==> src/common/gauge_params.svh <==
// Purpose: Named constants of the battery gauge measurement sequencer.
// Assumes: A 100 MHz system clock.
// Notes:   Definitions only; included by bare name.
`ifndef GAUGE_PARAMS_SVH
`define GAUGE_PARAMS_SVH
// ==========================================================
// Timing
`define CLK_KHZ        100000
`define SEQ_MS         1760
`define SEQ_SLOTS      8
`define SLEEP_MIN_MS   1500
`define SLEEP_MAX_MS   2200
`define CAL_LAST       10'h3ff
// ==========================================================
// Schedule slots
`define SLOT_VOLT_A    3'h0
`define SLOT_CURR_A    3'h1
`define SLOT_SETTLE_A  3'h2
`define SLOT_AUX_A     3'h3
`define SLOT_VOLT_B    3'h4
`define SLOT_CURR_B    3'h5
`define SLOT_SETTLE_B  3'h6
`define SLOT_AUX_B     3'h7
// ==========================================================
// Two-wire bus and register map
`define DEV_ADDR       7'h2a
`define REG_CFG        8'h01
`define REG_AUX0_MSB   8'h08
`define REG_AUX0_LSB   8'h09
`define REG_AUX1_MSB   8'h0a
`define REG_AUX1_LSB   8'h0b
`define REG_VOLT_MSB   8'h0c
`define REG_VOLT_LSB   8'h0d
`define REG_CURR_MSB   8'h0e
`define REG_CURR_LSB   8'h0f
`define REG_TEMP_MSB   8'h10
`define REG_TEMP_LSB   8'h11
`define REG_CURRENT_OFFSET_BIAS       8'h12
`define REG_ACC_B3     8'h14
`define REG_ACC_B2     8'h15
`define REG_ACC_B1     8'h16
`define REG_ACC_B0     8'h17
`define CFG_SLEEP_BIT  0
`define CFG_INTERNAL_TEMP_SELECT_BIT  1
`define CFG_ACTIVE_BIT 7
// ==========================================================
// Values
`define AUX_KEEP_MASK  16'hfff0
`define CURRENT_OFFSET_BIAS_RESET     8'h00
`define SAT_MAX        16'h7fff
`define SAT_MIN        16'h8000
`define ACC_LIMIT      32'sd536203636
`endif

==> src/common/gauge_pkg.sv <==
// Purpose: Types of the battery gauge measurement sequencer.
// Assumes: Nothing beyond the parameter header.
// Notes:   One packed struct holds all state of the sequencer.
`default_nettype none
package gauge_pkg;
  // ==========================================================
  // Converter channels and bus states
  typedef enum logic [2:0] {
    CH_VOLT   = 3'h0,
    CH_CURR   = 3'h1,
    CH_AUX0   = 3'h2,
    CH_AUX1   = 3'h3,
    CH_TEMP   = 3'h4,
    CH_OFFSET = 3'h5
  } chan_t;

  typedef enum logic [3:0] {
    I_IDLE  = 4'h0,
    I_ADDR  = 4'h1,
    I_ACK_A = 4'h2,
    I_PTR   = 4'h3,
    I_ACK_P = 4'h4,
    I_WR    = 4'h5,
    I_ACK_W = 4'h6,
    I_RD    = 4'h7,
    I_ACK_R = 4'h8
  } i2c_state_t;

  // ==========================================================
  // Converter carriers
  typedef struct packed {
    logic  start;
    chan_t chan;
  } conv_req_t;

  typedef struct packed {
    logic               done;
    logic signed [19:0] data;
  } conv_rsp_t;

  // ==========================================================
  // Whole state of the sequencer
  typedef struct packed {
    logic               scl_m;
    logic               scl_s;
    logic               scl_p;
    logic               sda_m;
    logic               sda_s;
    logic               sda_p;
    logic               active;
    logic [27:0]        idle_cnt;
    logic [24:0]        slot_cnt;
    logic [2:0]         slot;
    logic               vout;
    conv_req_t          req;
    logic               busy;
    logic               cal;
    chan_t              chan;
    logic [9:0]         conv_cnt;
    logic signed [19:0] offset;
    logic [15:0]        volt;
    logic [15:0]        curr;
    logic [15:0]        temp;
    logic [15:0]        aux0;
    logic [15:0]        aux1;
    logic [7:0]         current_offset_bias;
    logic               sleep_en;
    logic               internal_temp_select;
    logic signed [31:0] acc;
    i2c_state_t         ist;
    logic [7:0]         shreg;
    logic [3:0]         bitcnt;
    logic [7:0]         ptr;
    logic               rw;
    logic               sda_oe;
  } gauge_state_t;
endpackage
`default_nettype wire

==> src/logic/gauge_measure_sequencer.sv <==
// Purpose: Measurement sequencer, power modes and register file of a battery gauge.
// Assumes: Converter front end runs on clk_sys; bus pins are asynchronous.
// Notes:   Registers are reached over the two-wire bus; the accumulator is also driven on charge_accumulator.
`timescale 1ns/1ps
`default_nettype none
`include "gauge_params.svh"

module gauge_measure_sequencer
  import gauge_pkg::*;
#(
  parameter int SLOT_CYCLES  = `SEQ_MS * `CLK_KHZ / `SEQ_SLOTS,
  parameter int SLEEP_CYCLES = `SLEEP_MIN_MS * `CLK_KHZ
) (
  input  wire logic         clk_sys,
  input  wire logic         nrst,
  input  wire logic         scl_pin,
  input  wire logic         sda_in,
  output logic              sda_out,
  output logic              sda_oe,
  output var conv_req_t     conv_req,
  input  wire conv_rsp_t    conv_rsp,
  output logic              vout_en,
  output logic              active,
  output logic signed [31:0] charge_accumulator
);
  localparam int SLEEP_MAX_CYCLES = `SLEEP_MAX_MS * `CLK_KHZ;

  gauge_state_t st;
  gauge_state_t next_st;

  // ==========================================================
  // Helpers
  function automatic logic [15:0] sat16(input logic [21:0] v);
    if (v[21:15] == {7{v[21]}}) begin
      sat16 = v[15:0];
    end else if (v[21]) begin
      sat16 = `SAT_MIN;
    end else begin
      sat16 = `SAT_MAX;
    end
  endfunction

  function automatic logic [7:0] read_byte(input gauge_state_t s);
    case (s.ptr)
      `REG_CFG:      read_byte = {s.active, 5'h00, s.internal_temp_select, s.sleep_en};
      `REG_AUX0_MSB: read_byte = s.aux0[15:8];
      `REG_AUX0_LSB: read_byte = s.aux0[7:0];
      `REG_AUX1_MSB: read_byte = s.aux1[15:8];
      `REG_AUX1_LSB: read_byte = s.aux1[7:0];
      `REG_VOLT_MSB: read_byte = s.volt[15:8];
      `REG_VOLT_LSB: read_byte = s.volt[7:0];
      `REG_CURR_MSB: read_byte = s.curr[15:8];
      `REG_CURR_LSB: read_byte = s.curr[7:0];
      `REG_TEMP_MSB: read_byte = s.temp[15:8];
      `REG_TEMP_LSB: read_byte = s.temp[7:0];
      `REG_CURRENT_OFFSET_BIAS:     read_byte = s.current_offset_bias;
      `REG_ACC_B3:   read_byte = s.acc[31:24];
      `REG_ACC_B2:   read_byte = s.acc[23:16];
      `REG_ACC_B1:   read_byte = s.acc[15:8];
      `REG_ACC_B0:   read_byte = s.acc[7:0];
      default:       read_byte = 8'h00;
    endcase
  endfunction

  logic        bus_low;
  logic        scl_rise;
  logic        scl_fall;
  logic        bus_start;
  logic        bus_stop;
  logic [21:0] corr;
  logic [21:0] cur_sum;
  logic [15:0] cur_val;
  logic [32:0] acc_sum;
  // The read byte is taken once here, because a bit-select straight on a
  // function call is refused by strict front ends.
  logic [7:0]  rd_byte;

  // ==========================================================
  // Next state
  always_comb begin
    next_st = st;
    next_st.scl_m = scl_pin;
    next_st.scl_s = st.scl_m;
    next_st.scl_p = st.scl_s;
    next_st.sda_m = sda_in;
    next_st.sda_s = st.sda_m;
    next_st.sda_p = st.sda_s;
    next_st.req.start = 1'b0;
    bus_low   = !st.scl_s && !st.sda_s;
    scl_rise  = st.scl_s && !st.scl_p;
    scl_fall  = !st.scl_s && st.scl_p;
    bus_start = st.scl_s && st.scl_p && st.sda_p && !st.sda_s;
    bus_stop  = st.scl_s && st.scl_p && !st.sda_p && st.sda_s;
    corr = {{2{conv_rsp.data[19]}}, conv_rsp.data} - {{2{st.offset[19]}}, st.offset};
    // Bias is 25 uV per step, which is sixteen current register counts.
    cur_sum = -corr + {{10{st.current_offset_bias[7]}}, st.current_offset_bias, 4'h0};
    cur_val = sat16(cur_sum);
    acc_sum = {st.acc[31], st.acc} + {{17{cur_val[15]}}, cur_val};
    rd_byte = read_byte(st);

    // Power modes.
    if (!st.active) begin
      next_st.idle_cnt = '0;
      if (!bus_low) begin
        next_st.active   = 1'b1;
        next_st.slot     = `SLOT_AUX_B;
        next_st.slot_cnt = 25'(SLOT_CYCLES - 1);
      end
    end else if (st.sleep_en && bus_low) begin
      next_st.idle_cnt = st.idle_cnt + 28'h1;
      if (st.idle_cnt == 28'(SLEEP_CYCLES - 1)) begin
        next_st.active = 1'b0;
        next_st.busy   = 1'b0;
      end
    end else begin
      next_st.idle_cnt = '0;
    end

    // Measurement schedule.
    if (st.active && next_st.active) begin
      if (st.slot_cnt == 25'(SLOT_CYCLES - 1)) begin
        next_st.slot_cnt = '0;
        next_st.slot     = st.slot + 3'h1;
        next_st.req.start = 1'b1;
        case (st.slot + 3'h1)
          `SLOT_VOLT_A, `SLOT_VOLT_B: next_st.chan = CH_VOLT;
          `SLOT_CURR_A, `SLOT_CURR_B: next_st.chan = CH_CURR;
          `SLOT_AUX_A:                next_st.chan = CH_AUX0;
          `SLOT_AUX_B:                next_st.chan = st.internal_temp_select ? CH_TEMP : CH_AUX1;
          default:                    next_st.req.start = 1'b0;
        endcase
        if (next_st.req.start) begin
          next_st.busy     = 1'b1;
          next_st.conv_cnt = st.conv_cnt + 10'h1;
          next_st.cal      = (st.conv_cnt == `CAL_LAST);
          next_st.req.chan = next_st.cal ? CH_OFFSET : next_st.chan;
        end
      end else begin
        next_st.slot_cnt = st.slot_cnt + 25'h1;
      end
    end

    // Results.
    if (st.active && st.busy && conv_rsp.done) begin
      next_st.busy = 1'b0;
      if (st.cal) begin
        next_st.offset = conv_rsp.data;
      end else begin
        unique case (st.chan)
          CH_VOLT: next_st.volt = sat16(corr);
          CH_CURR: begin
            next_st.curr = cur_val;
            if ($signed(acc_sum) > $signed({`ACC_LIMIT})) begin
              next_st.acc = `ACC_LIMIT;
            end else if ($signed(acc_sum) < -$signed({`ACC_LIMIT})) begin
              next_st.acc = -`ACC_LIMIT;
            end else begin
              next_st.acc = acc_sum[31:0];
            end
          end
          CH_AUX0: next_st.aux0 = sat16(corr) & `AUX_KEEP_MASK;
          CH_AUX1: next_st.aux1 = sat16(corr) & `AUX_KEEP_MASK;
          CH_TEMP: next_st.temp = sat16(corr);
          default: next_st.busy = 1'b0;
        endcase
      end
    end

    // Divider supply leads each auxiliary slot by one settle slot.
    next_st.vout = next_st.active && (next_st.slot == `SLOT_SETTLE_A ||
                   next_st.slot == `SLOT_AUX_A || (!st.internal_temp_select &&
                   (next_st.slot == `SLOT_SETTLE_B || next_st.slot == `SLOT_AUX_B)));

    // Two-wire register access, independent of the power mode.
    if (bus_start) begin
      next_st.ist    = I_ADDR;
      next_st.bitcnt = '0;
      next_st.sda_oe = 1'b0;
    end else if (bus_stop) begin
      next_st.ist    = I_IDLE;
      next_st.sda_oe = 1'b0;
    end else begin
      unique case (st.ist)
        I_IDLE: next_st.sda_oe = 1'b0;
        I_ADDR, I_PTR, I_WR: begin
          if (scl_rise) begin
            next_st.shreg  = {st.shreg[6:0], st.sda_s};
            next_st.bitcnt = st.bitcnt + 4'h1;
          end else if (scl_fall && st.bitcnt == 4'h8) begin
            next_st.bitcnt = '0;
            next_st.sda_oe = 1'b1;
            if (st.ist == I_ADDR) begin
              next_st.rw  = st.shreg[0];
              next_st.ist = (st.shreg[7:1] == `DEV_ADDR) ? I_ACK_A : I_IDLE;
              next_st.sda_oe = (st.shreg[7:1] == `DEV_ADDR);
            end else if (st.ist == I_PTR) begin
              next_st.ptr = st.shreg;
              next_st.ist = I_ACK_P;
            end else begin
              if (st.ptr == `REG_CFG) begin
                next_st.sleep_en = st.shreg[`CFG_SLEEP_BIT];
                next_st.internal_temp_select    = st.shreg[`CFG_INTERNAL_TEMP_SELECT_BIT];
              end
              if (st.ptr == `REG_CURRENT_OFFSET_BIAS) begin
                next_st.current_offset_bias = st.shreg;
              end
              next_st.ptr = st.ptr + 8'h1;
              next_st.ist = I_ACK_W;
            end
          end
        end
        I_ACK_A, I_ACK_P, I_ACK_W: begin
          if (scl_fall) begin
            next_st.sda_oe = 1'b0;
            if (st.ist == I_ACK_A && st.rw) begin
              next_st.shreg  = rd_byte;
              next_st.ptr    = st.ptr + 8'h1;
              next_st.sda_oe = !rd_byte[7];
              next_st.ist    = I_RD;
            end else begin
              next_st.ist = (st.ist == I_ACK_A) ? I_PTR : I_WR;
            end
          end
        end
        I_RD: begin
          if (scl_fall) begin
            next_st.shreg  = {st.shreg[6:0], 1'b0};
            next_st.bitcnt = st.bitcnt + 4'h1;
            next_st.sda_oe = !st.shreg[6];
            if (st.bitcnt == 4'h7) begin
              next_st.bitcnt = '0;
              next_st.sda_oe = 1'b0;
              next_st.ist    = I_ACK_R;
            end
          end
        end
        I_ACK_R: begin
          if (scl_rise && st.sda_s) begin
            next_st.ist = I_IDLE;
          end else if (scl_fall) begin
            next_st.shreg  = rd_byte;
            next_st.ptr    = st.ptr + 8'h1;
            next_st.sda_oe = !rd_byte[7];
            next_st.ist    = I_RD;
          end
        end
        default: begin
          next_st.ist    = I_IDLE;
          next_st.sda_oe = 1'b0;
        end
      endcase
    end
  end

  // ==========================================================
  // State register
  always_ff @(posedge clk_sys or negedge nrst) begin
    if (!nrst) begin
      st        <= '0;
      st.active <= 1'b1;
      st.current_offset_bias   <= `CURRENT_OFFSET_BIAS_RESET;
      st.chan   <= CH_VOLT;
      st.ist    <= I_IDLE;
    end else begin
      st <= next_st;
    end
  end

  assign sda_out            = 1'b0;
  assign sda_oe             = st.sda_oe;
  assign conv_req           = st.req;
  assign vout_en            = st.vout;
  assign active             = st.active;
  assign charge_accumulator = st.acc;
endmodule
`default_nettype wire

==> config.mk <==
export PLATFORM = sky130hd
export DESIGN_NAME = gauge_measure_sequencer
export DESIGN_NICKNAME = d
export VERILOG_FILES = /design/src/common/gauge_pkg.sv /design/src/logic/gauge_measure_sequencer.sv
export VERILOG_INCLUDE_DIRS = /design/src /design/src/common
export SDC_FILE = /design/constraint.sdc
export NUM_CORES = 1
export LEC_CHECK = 0
export BUFFER_PORTS_ARGS = -buffer_cell sky130_fd_sc_hd__clkbuf_2
export CORE_UTILIZATION = 30
export DETAILED_ROUTE_END_ITERATION = 6
export PLACE_DENSITY = 0.52
export SETUP_SLACK_MARGIN = 0.15
export SYNTH_ARGS = -nofsm -noshare
export SYNTH_HDL_FRONTEND = slang
export SYNTH_SLANG_ARGS = --single-unit
==> constraint.sdc <==
create_clock -name clk_sys -period 18.9 [get_ports clk_sys]
set_input_delay 3.78 -clock clk_sys [delete_from_list [all_inputs] [get_ports clk_sys]]
set_output_delay 3.78 -clock clk_sys [all_outputs]
set_load 0.02 [all_outputs]
==> impl_metrics.py <==
metrics = {
    "run_status": {
        "status": "complete, no violations",
    },
    "placed_design": {
        "place_congestion": 0.941,
        "place.port_buffers": 63,
        "place_hpwl_mm": 39.5,
    },
    "sta": {
        "slew_violations": 0,
        "fmax_mhz": 75.6,
        "setup_viol_count_final": 0,
        "rsz_0062_raised_after_global_routing": "false",
        "hold_viol": 0,
        "max_slew.worst_pin.slew_ns": 1.09,
        "totalNegativeSetupSlack_ns": 0,
        "timing.slew.headroom": 0.268,
        "timing.final.crit_share": 0.700,
        "finalCriticalPeriod_ns": 13.22,
        "clock_skew_ns": 0.0380,
        "hold-worst-slack_ns": 0.349,
    },
    "clock_tree": {
        "cts_setup_buffers": 0,
        "h-tree-depth": 1,
        "worstSkewPairLatency_ns": 0.60,
        "cts.reportedPaths.clkPinSlew_ns": 0.06,
        "cts_hold_buf": 0,
        "cts_tree": "done",
        "clock_sink_count": 243,
        "cts-resized-gates": 0,
        "cts_root_buf": "sky130_fd_sc_hd__clkbuf_16",
        "cts_buffer_depth": 3,
        "tritoncts.num_buffers": 28,
    },
    "pwr": {
        "power-per-cell-area_mw_per_mm2": 105,
        "peakVddDrop_v": 0.0000635,
        "total_leakage_power_nw": 7.87,
    },
    "synth": {
        "synth-compound-area-share": 0.251,
        "synthAdderAreaFrac": 0.0631,
        "synth_simple_gate_area_share": 0.202,
        "post_synth.cell_area_avg_um2": 8.51,
        "number_of_library_cell_types_mapped_by_synthesis": 100,
        "synth_area_mm2": 0.0172,
        "synth-xor-area-share": 0.0432,
        "synthesized_net_count": 2134,
        "synth-edff-count": 0,
        "yosysSeqAreaShare": 0.353,
        "share_of_async_settable_or_async_resettable_flops_after_synthesis": 1.00,
        "largest_family_of_logic_cells_by_synthesized_area": "compound AO/OA/AOI/OAI gates",
        "postSynth.topFlopCell": "sky130_fd_sc_hd__dfrtp_1",
        "number_of_synthesized_register_bits": 243,
        "yosys_warnings": 0,
        "post_synth_inst_count": 2025,
        "synth_mux_area_frac": 0.0349,
    },
    "route": {
        "detail_route.wl_per_cell_um": 19.0,
        "first_pass_iters": 6,
        "viasPerCell": 5.52,
        "postRouteAntennaNets": 0,
        "routed-via-count": 15400,
        "first_iter_violations": 1268,
        "detail_route.wirelength_mm": 52.9,
        "route.detailed.drc": 0,
    },
    "setup_path": {
        "critical_path.max_fanout": 26,
        "cp_data_required_time_ns": 19.32,
        "crit_path_top_delay_cell": "sky130_fd_sc_hd__a21boi_1",
        "worstSetupStartpointType": "input port",
        "worst_path_most_repeated_cell": "sky130_fd_sc_hd__a21oi_1",
        "worstPathArrival_ns": 13.64,
        "path_class": "input port to flip-flop",
        "setup_slack_of_the_most_critical_reg_to_reg_path_ns": 8.63,
        "end_kind": "flip-flop",
        "crit_path_max_incr_delay_ns": 0.74,
    },
    "die": {
        "die_area_mm2": 0.0584,
        "num_rows": 87,
        "initial_core_utilization": 0.305,
        "die-height_um": 242,
        "io_pins": 65,
        "core_area_mm2": 0.0566,
        "die_width_um": 242,
    },
    "cells_and_area": {
        "num-nets-final": 2115,
        "antenna_cells": 0,
        "final_core_utilization": 0.335,
        "drive_gt1_frac": 0.104,
        "area_delta_synth_final_pct": 9.92,
    },
    "global_routing": {
        "grt_max_degree": 124,
        "antenna_violations_before_repair": 0,
        "grt_pass1_wl_mm": 83.5,
        "number_of_global_route_vias_before_repair": 14700,
        "groute.usage.overall": 0.176,
        "overflow": 0,
    },
    "flow_run": {
        "maxCapViolations": 0,
    },
    "worst_hold_path": {
        "holdCritPathClass": "flip-flop to flip-flop",
    },
}
-- kinds of logic (layout without fill, tap and decap cells) --
family | after synthesis | after routing
xor+xnor | 85 | 85
fa+ha+maj | 86 | 86
compound gates | 639 | 639
flops | 243 | 243
simple gates | 717 | 717
other cells | 1 | 1
mux | 56 | 56
buf+inv | 198 | 201
-- registers in the layout, indices dropped and copies added (netlist names) --
register and flops:
vout_en 1, next_st 4, sda_oe 1, active 1, st 200, conv_req 4
charge_accumulator 32
-- layout by cell type (no fill, tap or decap), types with 23 or more instances in the layout --
cell type / netlist / layout
sky130_fd_sc_hd__mux2_2: 33 / 33
sky130_fd_sc_hd__xor2_1: 40 / 40
sky130_fd_sc_hd__nor3_1: 37 / 37
sky130_fd_sc_hd__clkbuf_16: 0 / 28
sky130_fd_sc_hd__o22ai_1: 25 / 25
sky130_fd_sc_hd__and3_1: 44 / 44
sky130_fd_sc_hd__o21a_1: 24 / 24
sky130_fd_sc_hd__a21oi_1: 114 / 114
sky130_fd_sc_hd__nand3_1: 60 / 60
sky130_fd_sc_hd__ha_1: 82 / 82
sky130_fd_sc_hd__a21o_1: 27 / 27
sky130_fd_sc_hd__nand2b_1: 27 / 27
sky130_fd_sc_hd__dfrtp_1: 242 / 242
sky130_fd_sc_hd__nor2_1: 183 / 183
sky130_fd_sc_hd__a211oi_1: 37 / 37
sky130_fd_sc_hd__mux2i_1: 23 / 23
sky130_fd_sc_hd__clkbuf_2: 0 / 62
sky130_fd_sc_hd__nand2_1: 209 / 209
sky130_fd_sc_hd__o22a_1: 27 / 27
sky130_fd_sc_hd__o21ai_0: 179 / 179
sky130_fd_sc_hd__xnor2_1: 45 / 45
sky130_fd_sc_hd__inv_1: 75 / 75
-- where the power goes --
group	switching (mW)	leakage, nW	internal [mW]	total [mW]
Combinational	0.442	4.24	0.270	0.712
Clock	0.239	0.460	0.336	0.575
Sequential	0.101	3.17	0.594	0.695
-- per-stage QoR --
stage | area, um2 | std cells | worst slack, ns | power [mW]
floorplan | 17200 | 2025 | 7.42 | 1.21
global placement | 18000 | 2732 | 5.56 | 1.40
detailed placement | 18000 | 2732 | 5.20 | 1.41
CTS | 18900 | 2784 | 5.82 | 1.99
global route | 18900 | 2784 | 4.52 | 2.11
finish | 18900 | 2784 | 5.68 | 1.98
-- per-layer routing --
metal  vias to the layer above  wire length [um]  GRT usage
li1                       7396                 -          -
met1                      7466             24500      0.245
met2                       437             23900      0.281
met3                        78              3100     0.0250
met4                         0              1420     0.0523
met5                         -                 0          0
-- path summary, 6_finish.rpt --
| path | from | to | cells past startpoint |
|---|---|---|---|
| setup / recovery | conv_rsp[2] | charge_accumulator[28]$_DFFE_PN0P_ | 31 |
| hold / removal | next_st[249]$_DFF_PN0_ | next_st[248]$_DFF_PN0_ | 0 |
| setup reg to reg | st[150]$_DFFE_PN0P_ | charge_accumulator[28]$_DFFE_PN0P_ | 31 |
| hold reg to reg | next_st[249]$_DFF_PN0_ | next_st[248]$_DFF_PN0_ | 0 |
| max in group asynchronous | nrst | charge_accumulator[11]$_DFFE_PN0P_ | 3 |
| min in group asynchronous | nrst | st[202]$_DFFE_PN0P_ | 1 |
-- critical path: cells and delay by family --
family / cells / cell delay (ns)
AOI/OAI and AO/OA: 21 / 6.91
and+or+nand+nor: 5 / 1.22
xor gates and xnor gates: 1 / 0.45
adders and majority gates: 3 / 1.16
buffers and inverters: 1 / 0.10
-- cell type report --
| cell class | instances | area [um2] |
|---|---|---|
| sequential | 243 | 6080 |
| fill | 5942 | 37700 |
| clock inverter | 16 | 205 |
| inverter | 76 | 285 |
| clock buffer | 36 | 781 |
| multi-input combinational | 1584 | 10200 |
| tap | 756 | 946 |
| timing repair buffer | 73 | 400 |
-- synth_stat cells, types with 33 or more instances --
library cell	count	area [um2]
sky130_fd_sc_hd__dfrtp_1	242	6060
sky130_fd_sc_hd__nand2_1	209	785
sky130_fd_sc_hd__nor2_1	183	687
sky130_fd_sc_hd__o21ai_0	179	896
sky130_fd_sc_hd__a21oi_1	114	571
sky130_fd_sc_hd__ha_1	82	1030
sky130_fd_sc_hd__inv_1	75	282
sky130_fd_sc_hd__clkbuf_1	65	244
sky130_fd_sc_hd__nand3_1	60	300
sky130_fd_sc_hd__xnor2_1	45	394
sky130_fd_sc_hd__and3_1	44	275
sky130_fd_sc_hd__xor2_1	40	350
sky130_fd_sc_hd__buf_4	38	285
sky130_fd_sc_hd__a211oi_1	37	278
sky130_fd_sc_hd__nor3_1	37	185
sky130_fd_sc_hd__mux2_2	33	372
Note: power is estimated with default switching activity, not from simulation.
